### config.mk
export PLATFORM = sky130hd
export DESIGN_NAME = nbcs_sequencer
export DESIGN_NICKNAME = d
export VERILOG_FILES = /design/src/shared/nbcs_pkg.sv /design/src/logic/nbcs_sequencer.sv
export SDC_FILE = /design/constraint.sdc
export NUM_CORES = 1
export LEC_CHECK = 0
export BUFFER_PORTS_ARGS = -buffer_cell sky130_fd_sc_hd__buf_2
export CAP_MARGIN = 20
export CORE_MARGIN = 2
export CORE_UTILIZATION = 45
export CTS_CLUSTER_DIAMETER = 40
export DETAILED_ROUTE_END_ITERATION = 10
export SLEW_MARGIN = 20
export SYNTH_ARGS = -nofsm -noshare
export SYNTH_HDL_FRONTEND = slang
export SYNTH_SLANG_ARGS = --single-unit
### constraint.sdc
create_clock -name SYS_CLK_IN -period 9.3 [get_ports SYS_CLK_IN]
set_input_delay 0.93 -clock SYS_CLK_IN [delete_from_list [all_inputs] [get_ports SYS_CLK_IN]]
set_output_delay 0.93 -clock SYS_CLK_IN [all_outputs]
set_load 0.05 [all_outputs]
### src/shared/nbcs_pkg.sv
`default_nettype none
package nbcs_pkg;
  localparam int unsigned CLK_HZ           = 100_000_000;
  localparam int unsigned US_PER_S         = 1_000_000;
  localparam int unsigned MS_PER_S         = 1_000;
  localparam int unsigned S_PER_MIN        = 60;
  localparam int unsigned CODE_W           = 12;
  localparam int unsigned LSB_UV           = 1_000;
  localparam int unsigned UV_PER_MV        = 1_000;
  localparam int unsigned MEAS_SPACING_US  = 57;
  localparam int unsigned SAMPLE_INTERVAL_S = 34;
  localparam int unsigned OVERVOLT_CONFIRM_MS = 1_500;
  localparam int unsigned GATE_ON_US       = 260;
  localparam int unsigned TOPOFF_OFF_US    = 1_820;
  localparam int unsigned DROP_VD_MV       = 12;
  localparam int unsigned DROP_PK_MV       = 6;
  localparam int unsigned TEMP_FALL_MV     = 16;
  localparam int unsigned MEAS_N_PEAK      = 32;
  localparam int unsigned MEAS_N_DROP      = 16;
  localparam int unsigned MEAS_N_TEMP      = 16;
  localparam int unsigned CFG_COMBOS       = 9;
  localparam int unsigned MS_CYCLES        = CLK_HZ / MS_PER_S;
  localparam int unsigned MEAS_CYCLES      =
    MEAS_SPACING_US * (CLK_HZ / US_PER_S);
  localparam int unsigned GATE_ON_CYCLES   = GATE_ON_US * (CLK_HZ / US_PER_S);
  localparam int unsigned TOPOFF_OFF_CYCLES =
    TOPOFF_OFF_US * (CLK_HZ / US_PER_S);
  localparam int unsigned SAMPLE_MS        = SAMPLE_INTERVAL_S * MS_PER_S;
  localparam int unsigned MS_PER_MIN       = S_PER_MIN * MS_PER_S;
  localparam logic [12:0] DROP_VD_CODES    =
    13'(DROP_VD_MV * UV_PER_MV / LSB_UV);
  localparam logic [12:0] DROP_PK_CODES    =
    13'(DROP_PK_MV * UV_PER_MV / LSB_UV);
  localparam logic [12:0] TEMP_FALL_CODES  =
    13'(TEMP_FALL_MV * UV_PER_MV / LSB_UV);
  localparam int unsigned SAFETY_MIN [CFG_COMBOS] =
    '{360, 180, 90, 45, 23, 180, 90, 45, 23};
  localparam int unsigned HOLDOFF_S [CFG_COMBOS] =
    '{137, 820, 410, 200, 100, 820, 410, 200, 100};
  localparam logic [8:0]  TOPOFF_EN_MAP    = 9'h1e0;
  localparam int unsigned TRICKLE_HZ [CFG_COMBOS] =
    '{0, 240, 120, 60, 30, 120, 60, 30, 15};
  localparam logic [1:0]  LEVEL_LOW        = 2'h0;
  localparam logic [1:0]  LEVEL_FLOAT      = 2'h1;
  localparam logic [1:0]  LEVEL_HIGH       = 2'h2;
  localparam logic [7:0]  REG_CONFIG       = 8'h00;
  localparam logic [7:0]  REG_STATUS       = 8'h04;
  localparam logic [7:0]  REG_SAMPLE       = 8'h08;
  localparam int unsigned CFG_VOLTAGE_TERM_SELECT_LSB     = 0;
  localparam int unsigned CFG_TMA_LSB      = 2;
  localparam int unsigned CFG_TMB_LSB      = 4;
  localparam logic [5:0]  CFG_RESET        = 6'h00;
  localparam int unsigned SAMPLE_T_LSB     = 16;
  typedef enum logic [3:0] {
    ST_HOLD, ST_DISCHARGE, ST_QUALIFY, ST_PENDING, ST_FAST,
    ST_TOPOFF, ST_TRICKLE, ST_MCV_CHECK, ST_ABSENT
  } nbcs_state_t;
endpackage
`default_nettype wire

### src/logic/nbcs_sequencer.sv
`timescale 1ns/1ns
`default_nettype none
module nbcs_sequencer #(
  parameter int unsigned MS_CYCLES_P      = nbcs_pkg::MS_CYCLES,
  parameter int unsigned MEAS_CYCLES_P    = nbcs_pkg::MEAS_CYCLES,
  parameter int unsigned GATE_ON_CYCLES_P = nbcs_pkg::GATE_ON_CYCLES,
  parameter int unsigned TOPOFF_OFF_P     = nbcs_pkg::TOPOFF_OFF_CYCLES,
  parameter int unsigned TRICKLE_SCALE_P  = nbcs_pkg::CLK_HZ,
  parameter int unsigned SAMPLE_MS_P      = nbcs_pkg::SAMPLE_MS,
  parameter int unsigned MS_PER_MIN_P     = nbcs_pkg::MS_PER_MIN
) (
  input  wire logic        SYS_CLK_IN,
  input  wire logic        RST_IN,
  input  wire logic        HSEL_IN,
  input  wire logic [31:0] HADDR_IN,
  input  wire logic [1:0]  HTRANS_IN,
  input  wire logic        HWRITE_IN,
  input  wire logic [2:0]  HSIZE_IN,
  input  wire logic [31:0] HWDATA_IN,
  input  wire logic        HREADY_IN,
  output logic      [31:0] HRDATA_OUT,
  output logic             HREADYOUT_OUT,
  output logic             HRESP_OUT,
  input  wire logic        SUPPLY_OK_IN,
  input  wire logic        DISCHARGE_REQUEST_N_IN,
  input  wire logic        CHARGE_HOLD_N_IN,
  input  wire logic        CELL_OVER_MAX_IN,
  input  wire logic        CELL_UNDER_EDV_IN,
  input  wire logic        TEMP_UNDER_TCO_IN,
  input  wire logic        TEMP_OVER_LTF_IN,
  input  wire logic        TEMP_UNDER_HTF_IN,
  input  wire logic        TEMP_OVER_TCO_WIN_IN,
  input  wire logic [11:0] BATTERY_PAIR_VOLTAGE_CODE_IN,
  input  wire logic [11:0] THERMAL_VOLTAGE_CODE_IN,
  output logic             CHARGE_GATE_OUT,
  output logic             CHARGE_GATE_OE_OUT,
  output logic             DISCHARGE_DRIVE_OUT,
  output logic             DISCHARGE_DRIVE_OE_OUT,
  output logic             LAMP_BLANK_OUT
);
  function automatic logic [1:0] level_of(input logic [1:0] x);
    level_of = (x == 2'h3) ? nbcs_pkg::LEVEL_HIGH : x;
  endfunction

  nbcs_pkg::nbcs_state_t state_q, state_d;
  logic [5:0]  cfg_q;
  logic        prev_supply_q, prev_hold_n_q, prev_dreq_n_q, prev_over_q;
  logic [31:0] ms_div_q, state_ms_q, samp_ms_q, pulse_q, meas_div_q;
  logic        burst_q, done_q, gate_q, gate_d, holdoff_q;
  logic [5:0]  meas_idx_q;
  logic [16:0] vsum_q;
  logic [15:0] tsum_q;
  logic [11:0] vsamp_q, tsamp_q, vmax_q, t1_q, t2_q;
  logic        vmax_ok_q;
  logic [1:0]  tcount_q;
  logic [2:0]  cause_q;
  logic [31:0] hrdata_q;
  logic        hwr_q;
  logic [7:0]  haddr_q;
  logic        gate_oe_q, dis_q, dis_oe_q, blank_q;

  logic [1:0]  voltage_term_select;
  logic        peak_mode, drop_mode, topoff_en, ms_tick, meas_tick;
  logic [3:0]  cfg_idx;
  logic [31:0] safety_ms, holdoff_ms, trk_period;
  logic        supply_rise, hold_rise, over_fall, dreq_fall, new_cycle;
  logic        temp_bad, max_temp, time_up, volt_hit, slope_hit, entry;
  logic        v_win, t_win;
  logic [11:0] vs_now, ts_now;
  logic [31:0] trk_per [nbcs_pkg::CFG_COMBOS];

  assign voltage_term_select      = level_of(cfg_q[nbcs_pkg::CFG_VOLTAGE_TERM_SELECT_LSB +: 2]);
  assign peak_mode = (voltage_term_select == nbcs_pkg::LEVEL_HIGH);
  assign drop_mode = (voltage_term_select == nbcs_pkg::LEVEL_FLOAT);
  assign cfg_idx   = 4'(3 * level_of(cfg_q[nbcs_pkg::CFG_TMB_LSB +: 2])
                     + level_of(cfg_q[nbcs_pkg::CFG_TMA_LSB +: 2]));
  assign safety_ms  = nbcs_pkg::SAFETY_MIN[cfg_idx] * MS_PER_MIN_P;
  assign holdoff_ms = nbcs_pkg::HOLDOFF_S[cfg_idx] * nbcs_pkg::MS_PER_S;
  assign topoff_en  = nbcs_pkg::TOPOFF_EN_MAP[cfg_idx];

  // Trickle periods are fixed divisions, built once per setting.
  genvar gi;
  generate
    for (gi = 0; gi < nbcs_pkg::CFG_COMBOS; gi++)
    begin : g_trk
      if (nbcs_pkg::TRICKLE_HZ[gi] == 0)
      begin : g_off
        assign trk_per[gi] = 32'h0;
      end
      else
      begin : g_on
        assign trk_per[gi] = TRICKLE_SCALE_P / nbcs_pkg::TRICKLE_HZ[gi];
      end
    end
  endgenerate
  assign trk_period = trk_per[cfg_idx];

  assign supply_rise = SUPPLY_OK_IN && !prev_supply_q;
  assign hold_rise   = CHARGE_HOLD_N_IN && !prev_hold_n_q;
  assign over_fall   = prev_over_q && !CELL_OVER_MAX_IN &&
                       (state_q != nbcs_pkg::ST_MCV_CHECK);
  assign new_cycle   = supply_rise || hold_rise || over_fall;
  assign dreq_fall   = prev_dreq_n_q && !DISCHARGE_REQUEST_N_IN;
  assign temp_bad    = TEMP_UNDER_HTF_IN ||
                       (!peak_mode && TEMP_OVER_LTF_IN);
  assign max_temp    = TEMP_UNDER_TCO_IN ||
                       (!peak_mode && TEMP_OVER_LTF_IN);
  assign time_up     = (state_ms_q >= safety_ms);
  assign ms_tick     = (ms_div_q == MS_CYCLES_P - 1);
  assign meas_tick   = burst_q && (meas_div_q == MEAS_CYCLES_P - 1);

  assign vs_now = peak_mode ? vsum_q[16:5] : vsum_q[15:4];
  assign ts_now = tsum_q[15:4];
  assign v_win  = !CELL_UNDER_EDV_IN && !CELL_OVER_MAX_IN;
  assign t_win  = !TEMP_UNDER_TCO_IN &&
                  (peak_mode ? !TEMP_OVER_TCO_WIN_IN
                             : !TEMP_OVER_LTF_IN);
  assign volt_hit = done_q && v_win && vmax_ok_q && !holdoff_q &&
                    ((peak_mode && {1'b0, vmax_q} >=
                      {1'b0, vs_now} + nbcs_pkg::DROP_PK_CODES) ||
                     (drop_mode && {1'b0, vmax_q} >=
                      {1'b0, vs_now} + nbcs_pkg::DROP_VD_CODES));
  assign slope_hit = done_q && t_win && (tcount_q == 2'h2) &&
                     ({1'b0, t2_q} >= {1'b0, ts_now} +
                      nbcs_pkg::TEMP_FALL_CODES);

  always_comb
  begin
    state_d = state_q;
    if (!CHARGE_HOLD_N_IN)
      state_d = nbcs_pkg::ST_HOLD;
    else if (dreq_fall)
      state_d = nbcs_pkg::ST_DISCHARGE;
    else if (new_cycle)
      state_d = DISCHARGE_REQUEST_N_IN ? nbcs_pkg::ST_QUALIFY
                                       : nbcs_pkg::ST_DISCHARGE;
    else
      case (state_q)
        nbcs_pkg::ST_DISCHARGE:
          if (CELL_UNDER_EDV_IN)
            state_d = nbcs_pkg::ST_QUALIFY;
        nbcs_pkg::ST_QUALIFY, nbcs_pkg::ST_PENDING:
          if (CELL_OVER_MAX_IN)
            state_d = nbcs_pkg::ST_ABSENT;
          else if (temp_bad || CELL_UNDER_EDV_IN)
            state_d = nbcs_pkg::ST_PENDING;
          else
            state_d = nbcs_pkg::ST_FAST;
        nbcs_pkg::ST_FAST:
          if (CELL_OVER_MAX_IN)
            state_d = nbcs_pkg::ST_MCV_CHECK;
          else if (max_temp || time_up || volt_hit || slope_hit)
            state_d = topoff_en ? nbcs_pkg::ST_TOPOFF
                                : nbcs_pkg::ST_TRICKLE;
        nbcs_pkg::ST_TOPOFF:
          if (CELL_OVER_MAX_IN)
            state_d = nbcs_pkg::ST_MCV_CHECK;
          else if (max_temp || time_up)
            state_d = nbcs_pkg::ST_TRICKLE;
        nbcs_pkg::ST_TRICKLE:
          if (CELL_OVER_MAX_IN)
            state_d = nbcs_pkg::ST_MCV_CHECK;
        nbcs_pkg::ST_MCV_CHECK:
          if (!CELL_OVER_MAX_IN)
            state_d = nbcs_pkg::ST_TRICKLE;
          else if (state_ms_q >= nbcs_pkg::OVERVOLT_CONFIRM_MS)
            state_d = nbcs_pkg::ST_ABSENT;
        nbcs_pkg::ST_ABSENT, nbcs_pkg::ST_HOLD:
          state_d = state_q;
        default:
          state_d = nbcs_pkg::ST_QUALIFY;
      endcase
  end
  assign entry = (state_d != state_q);

  always_ff @(posedge SYS_CLK_IN)
  begin
    if (RST_IN)
    begin
      state_q       <= nbcs_pkg::ST_HOLD;
      prev_supply_q <= 1'b0;
      prev_hold_n_q <= 1'b0;
      prev_dreq_n_q <= 1'b1;
      prev_over_q   <= 1'b0;
    end
    else
    begin
      state_q       <= state_d;
      prev_supply_q <= SUPPLY_OK_IN;
      prev_hold_n_q <= CHARGE_HOLD_N_IN;
      prev_dreq_n_q <= DISCHARGE_REQUEST_N_IN;
      prev_over_q   <= CELL_OVER_MAX_IN;
    end
  end

  // Millisecond timebase, state timer and sample interval.
  always_ff @(posedge SYS_CLK_IN)
  begin
    if (RST_IN)
    begin
      ms_div_q   <= 32'h0;
      state_ms_q <= 32'h0;
      samp_ms_q  <= 32'h0;
      holdoff_q  <= 1'b1;
    end
    else
    begin
      ms_div_q <= ms_tick ? 32'h0 : ms_div_q + 32'h1;
      if (entry)
        state_ms_q <= 32'h0;
      else if (ms_tick)
        state_ms_q <= state_ms_q + 32'h1;
      holdoff_q <= entry ? 1'b1 : (state_ms_q < holdoff_ms);
      if (ms_tick)
        samp_ms_q <= (samp_ms_q == SAMPLE_MS_P - 1) ? 32'h0
                                                    : samp_ms_q + 32'h1;
    end
  end

  // Burst of spaced measurements summed into one averaged sample.
  always_ff @(posedge SYS_CLK_IN)
  begin
    if (RST_IN)
    begin
      burst_q    <= 1'b0;
      done_q     <= 1'b0;
      meas_div_q <= 32'h0;
      meas_idx_q <= 6'h0;
      vsum_q     <= 17'h0;
      tsum_q     <= 16'h0;
    end
    else
    begin
      done_q <= 1'b0;
      if (!burst_q)
      begin
        if (ms_tick && samp_ms_q == SAMPLE_MS_P - 1)
        begin
          burst_q    <= 1'b1;
          meas_div_q <= 32'h0;
          meas_idx_q <= 6'h0;
          vsum_q     <= 17'h0;
          tsum_q     <= 16'h0;
        end
      end
      else if (meas_tick)
      begin
        meas_div_q <= 32'h0;
        meas_idx_q <= meas_idx_q + 6'h1;
        vsum_q     <= vsum_q + 17'(BATTERY_PAIR_VOLTAGE_CODE_IN);
        if (meas_idx_q < 6'(nbcs_pkg::MEAS_N_TEMP))
          tsum_q <= tsum_q + 16'(THERMAL_VOLTAGE_CODE_IN);
        if (meas_idx_q == 6'(peak_mode ? nbcs_pkg::MEAS_N_PEAK - 1
                                        : nbcs_pkg::MEAS_N_DROP - 1))
        begin
          burst_q <= 1'b0;
          done_q  <= 1'b1;
        end
      end
      else
        meas_div_q <= meas_div_q + 32'h1;
    end
  end

  // Sample history for the peak and slope tests, cleared at fast start.
  always_ff @(posedge SYS_CLK_IN)
  begin
    if (RST_IN || (entry && state_d == nbcs_pkg::ST_FAST))
    begin
      vmax_q    <= 12'h0;
      vmax_ok_q <= 1'b0;
      t1_q      <= 12'h0;
      t2_q      <= 12'h0;
      tcount_q  <= 2'h0;
    end
    else if (done_q && state_q == nbcs_pkg::ST_FAST)
    begin
      if (v_win && (!vmax_ok_q || vs_now > vmax_q))
      begin
        vmax_q    <= vs_now;
        vmax_ok_q <= 1'b1;
      end
      t2_q <= t1_q;
      t1_q <= ts_now;
      if (tcount_q != 2'h2)
        tcount_q <= tcount_q + 2'h1;
    end
  end

  always_ff @(posedge SYS_CLK_IN)
  begin
    if (RST_IN)
    begin
      vsamp_q <= 12'h0;
      tsamp_q <= 12'h0;
      cause_q <= 3'h0;
    end
    else
    begin
      if (done_q)
      begin
        vsamp_q <= vs_now;
        tsamp_q <= ts_now;
      end
      if (state_q == nbcs_pkg::ST_FAST && entry)
        cause_q <= {volt_hit, slope_hit, max_temp || time_up};
    end
  end

  // Charge gate pattern per state.
  always_comb
  begin
    case (state_d)
      nbcs_pkg::ST_FAST:
        gate_d = 1'b1;
      nbcs_pkg::ST_TOPOFF:
        gate_d = (pulse_q < GATE_ON_CYCLES_P);
      nbcs_pkg::ST_PENDING, nbcs_pkg::ST_TRICKLE:
        gate_d = (trk_period != 32'h0) &&
                 (pulse_q < GATE_ON_CYCLES_P);
      default:
        gate_d = 1'b0;
    endcase
  end

  always_ff @(posedge SYS_CLK_IN)
  begin
    if (RST_IN || entry)
      pulse_q <= 32'h0;
    else if ((state_q == nbcs_pkg::ST_TOPOFF &&
              pulse_q >= GATE_ON_CYCLES_P + TOPOFF_OFF_P - 1) ||
             (state_q != nbcs_pkg::ST_TOPOFF &&
              pulse_q >= trk_period - 32'h1))
      pulse_q <= 32'h0;
    else
      pulse_q <= pulse_q + 32'h1;
  end

  always_ff @(posedge SYS_CLK_IN)
  begin
    if (RST_IN)
    begin
      gate_q    <= 1'b0;
      gate_oe_q <= 1'b0;
      dis_q     <= 1'b0;
      dis_oe_q  <= 1'b0;
      blank_q   <= 1'b0;
    end
    else
    begin
      gate_q    <= gate_d && CHARGE_HOLD_N_IN;
      gate_oe_q <= CHARGE_HOLD_N_IN;
      dis_q     <= (state_d == nbcs_pkg::ST_DISCHARGE);
      dis_oe_q  <= CHARGE_HOLD_N_IN;
      blank_q   <= CELL_OVER_MAX_IN && CHARGE_HOLD_N_IN;
    end
  end

  // Zero wait AHB-Lite slave: config write in data phase, read data early.
  always_ff @(posedge SYS_CLK_IN)
  begin
    if (RST_IN)
    begin
      hwr_q    <= 1'b0;
      haddr_q  <= 8'h0;
      hrdata_q <= 32'h0;
      cfg_q    <= nbcs_pkg::CFG_RESET;
    end
    else
    begin
      hwr_q <= HSEL_IN && HTRANS_IN[1] && HREADY_IN && HWRITE_IN;
      if (HSEL_IN && HTRANS_IN[1] && HREADY_IN)
        haddr_q <= HADDR_IN[7:0];
      if (hwr_q && haddr_q == nbcs_pkg::REG_CONFIG)
        cfg_q <= HWDATA_IN[5:0];
      if (HSEL_IN && HTRANS_IN[1] && HREADY_IN && !HWRITE_IN)
      begin
        if (HADDR_IN[31:8] != 24'h0)
          hrdata_q <= 32'h0;
        else if (HADDR_IN[7:0] == nbcs_pkg::REG_CONFIG)
          hrdata_q <= {26'h0, cfg_q};
        else if (HADDR_IN[7:0] == nbcs_pkg::REG_STATUS)
          hrdata_q <= {21'h0, cause_q, holdoff_q, blank_q, dis_q, gate_q,
                       state_q};
        else if (HADDR_IN[7:0] == nbcs_pkg::REG_SAMPLE)
          hrdata_q <= {4'h0, tsamp_q, 4'h0, vsamp_q};
        else
          hrdata_q <= 32'h0;
      end
    end
  end

  assign HRDATA_OUT             = hrdata_q;
  assign HREADYOUT_OUT          = !RST_IN || 1'b1;
  assign HRESP_OUT              = 1'b0;
  assign CHARGE_GATE_OUT        = gate_q;
  assign CHARGE_GATE_OE_OUT     = gate_oe_q;
  assign DISCHARGE_DRIVE_OUT    = dis_q;
  assign DISCHARGE_DRIVE_OE_OUT = dis_oe_q;
  assign LAMP_BLANK_OUT         = blank_q;
endmodule // nbcs_sequencer
`default_nettype wire

==> results.yml <==
cts:
  tritoncts: "yes"
  ctsRootBufferMaster: "clkbuf_16"
  cts-htree-levels: 2
  clk_pin_slew_ns: 0.06
  clock_insertion_delay_worst_skew_ns: 0.62
  cts_inserted_buffers: 51
  clock_sinks: 318
  cts-root-to-sink-buffers: 3
  ctsHoldBuffers: 0
die:
  die_y_um: 227
  fp.dieArea_um2: 51500
  floorplan.die.width_um: 227
  io-pin-count: 146
  core_region_area_um2: 49100
  fp-row-count: 81
  floorplan.initialDensity_pct: 45.6
outcome:
  run_status: "finished, final reports clean"
cells_and_area:
  multi_input_area_um2: 15300
  fin_cells: 3546
  area.sequential_um2: 6370
  layout_commonest_cell: "nor2_1"
  drive_gt1_share_pct: 13.0
  fill_cells: 4657
  areaGrowthSynthToFinish_pct: 17.3
  layout.cells.most_common_list: "nor2_1, dfxtp_1, ha_1"
  layout.nets: 3281
  fin_area_um2: 26200
worst_setup_path:
  critical_path_cell_with_the_highest_stage_delay: "fa_2"
  worstPathRequired_ns: 9.76
  path_max_fanout: 6
  timing.critical_path.from_type: "flop"
  minimum_setup_slack_among_reg_to_reg_paths_ns: 0.25
  cpLargestDelayFamily: "adder cells"
  critPathKind: "reg -> reg"
  regToRegStartpoint: "cfg_q[4]"
  cp.arrival_ns: 9.51
  timing.rr.end: "vmax_q[4]"
  timing.critical_path.to_type: "flop"
  critical_path.n_buffers_inverters: 10
  worstRegToRegCells: 40
  crit_path_max_incr_delay_ns: 0.59
grt:
  global_route.usage.met3_pct: 2.97
  grt.met2_usage_pct: 37.6
  maximum_number_of_pins_on_one_net_before_global_route_repair: 65
  groute.layer.met1.usage_pct: 29.2
  grt.busiest_layer: "met2"
  grt_remaining_overflow: 0
  number_of_antenna_violations_at_the_first_check_in_global_routing: 3
  first_global_vias: 18700
  grt_first_pass_wirelength_um: 93600
  groute.usage.overall_pct: 22.1
timing:
  timing_worst_slew_pin_value_ns: 0.967
  post-route-worst-setup-slack_ns: 0.249
  timing_hold_violations_final: 0
  slew-limit-headroom_pct: 35.1
  fin_crit_sh_pct: 97.3
  timing.final.setup_violations: 0
  final-max-slew-violation-count: 0
  timing.final.crit_period_ns: 9.05
  fmax_mhz: 110
  clock_skew_ns: 0.0375
detailed_routing:
  routed_via_density: 5.43
  route.detailed.drc: 0
  wl_per_cell_um: 16.1
  route.vias.total: 19300
  wirelength_um: 57100
  drt_first_pass_iters: 5
  initialDrtViolationCount: 992
  detail-route-antenna-nets: 0
flow_run:
  maxCapViolations: 0
yosys:
  synth_area_leader_cell: "dfxtp_1"
  synthesized_netlist_cell_count: 2693
  synth.area.top_cells: "dfxtp_1, ha_1, nor2_1"
  postSynthRegisterBits: 318
  synth-warning-count: 0
  synth_flop_cell: "dfxtp_1"
  mappedNetlistArea_um2: 22400
  synth_async_sr_flop_share_pct: 0
  synth_enable_flop_cells: 0
  synth.top_cell.area_share_pct: 28.5
  post_synth.cell_area_avg_um2: 8.31
  yosys.cell_types.count: 76
  synth.yosys.seq_area_share_pct: 28.5
pwr:
  total_power_w: 0.00432
  leakage_nw: 11.5
  powerDensity_nw_per_um2: 165
  worst_ir_drop_vdd_v: 0.000149
placement:
  place.gp.congestion: 0.906
  hpwl_after_detailed_placement_um: 42600
  port_buffers: 105
  placed_cells_incl_taps: 3428
  dp_slack_ns: -0.305
  placedInstanceArea_um2: 23800
hold_path:
  holdPathEnd: "HRDATA_OUT[1]"
  min_from: "HRDATA_OUT[1]"
  whs_path_depth: 2
  hold_path.class: "reg -> reg"
==> through the flow <==
stage | hold WS [ns] | utilization (%) | TNS, ns
2_1_floorplan | 0.426 | - | 0
3_3_place_gp | 0.440 | 48.6 | -1.41
3_5_place_dp | 0.444 | 48.6 | -24.33
4_1_cts | 0.452 | 52.4 | 0
5_1_grt | 0.463 | 53.5 | -1.66
6_report | 0.450 | 53.5 | 0
==> cells in the mapped netlist, types with 9 or more instances <==
cell	number
ha_1	280
and4_1	9
a31oi_1	16
clkbuf_1	80
a22oi_1	21
a21oi_1	170
nor3_1	58
xor2_1	122
inv_1	178
o21ai_0	99
and2_1	12
nand4_1	51
a21o_1	38
nand2b_1	39
nand3_1	113
or3_1	27
nor2b_1	30
fa_1	56
dfxtp_1	318
mux2i_1	37
or4_1	12
nand2_1	192
and3_1	44
a211oi_1	31
xnor2_1	89
buf_4	11
or2_2	17
nor2_1	344
o21bai_1	9
nor4_1	48
o21a_1	13
==> what timing repair did <==
item                       in CTS  in global routing
gates resized for setup         5                 60
pin swaps                       4                 22
setup endpoints to repair     105                110
setup buffers                   1                 15
gates cloned                    0                  4
==> per-layer routing <==
metal  routed length (um)  share of wire [%]
met1                26600                 47
met2                27400                 48
met3                 1950                3.4
met4                 1180                2.1
met5                   21              0.037
==> power by group <==
| group | total [W] | switching [W] | internal (W) |
|---|---|---|---|
| sequential | 0.00137 | 0.00000597 | 0.00137 |
| clock | 0.00199 | 0.000769 | 0.00122 |
| combinational | 0.000957 | 0.000547 | 0.000410 |
| total | 0.00432 | 0.00132 | 0.00300 |
==> cells by family (layout without fill, tap and decap cells) <==
group	after synthesis	after routing	synth area share [%]
buffers and inverters	284	462	5.06
muxes	38	38	1.71
DFF	318	318	28.5
and+or+nand+nor	1041	1041	22.9
adders and majority gates	336	336	20.7
xor gates and xnor gates	211	211	8.26
AOI/OAI and AO/OA	463	463	12.9
other	2	13	0.0336
==> how the worst max path moves through the flow <==
stage	startpoint	endpoint	slack, ns	depth (start not counted)
2_1_floorplan	cfg_q[4]	vmax_q[10]	0.1	37
3_3_place_gp	cfg_q[4]	t1_q[1]	-0.03	38
3_5_place_dp	cfg_q[4]	t1_q[1]	-0.31	38
4_1_cts	cfg_q[4]	vmax_q[5]	0.03	41
5_1_grt	cfg_q[2]	vmax_q[1]	-0.07	41
6_report	cfg_q[4]	vmax_q[4]	0.25	40
==> state kept, by name, indices dropped and copies added, names as in the netlist, 8 cells and up <==
register,flops
haddr_q,8
pulse_q,32
vsum_q,17
state_ms_q,32
t1_q,12
vmax_q,12
t2_q,12
tsamp_q,12
samp_ms_q,32
HRDATA_OUT,24
meas_div_q,32
vsamp_q,12
ms_div_q,32
tsum_q,16
==> worst register-to-register path: cells and delay by family, from the launching register on <==
kind / cells / cell delay (ns)
flip-flops: 1 / 0.30
AO/OA/AOI/OAI: 10 / 1.99
AND/OR/NAND/NOR: 9 / 1.90
buffers and inverters: 10 / 1.04
XOR/XNOR: 1 / 0.16
adder cells (fa/ha/maj): 10 / 3.54
==> area by class of cell <==
cell class / count / share of cell area [%]
Clock buffer: 56 / 5.01
Antenna cell: 2 / 0.0191
Tap cell: 664 / 3.17
Timing Repair Buffer: 189 / 4.85
Inverter: 178 / 2.58
Multi-Input combinational cell: 2100 / 58.2
Sequential cell: 318 / 24.3
Clock inverter: 39 / 1.92
No activity file was read; power rests on OpenSTA's default activity.
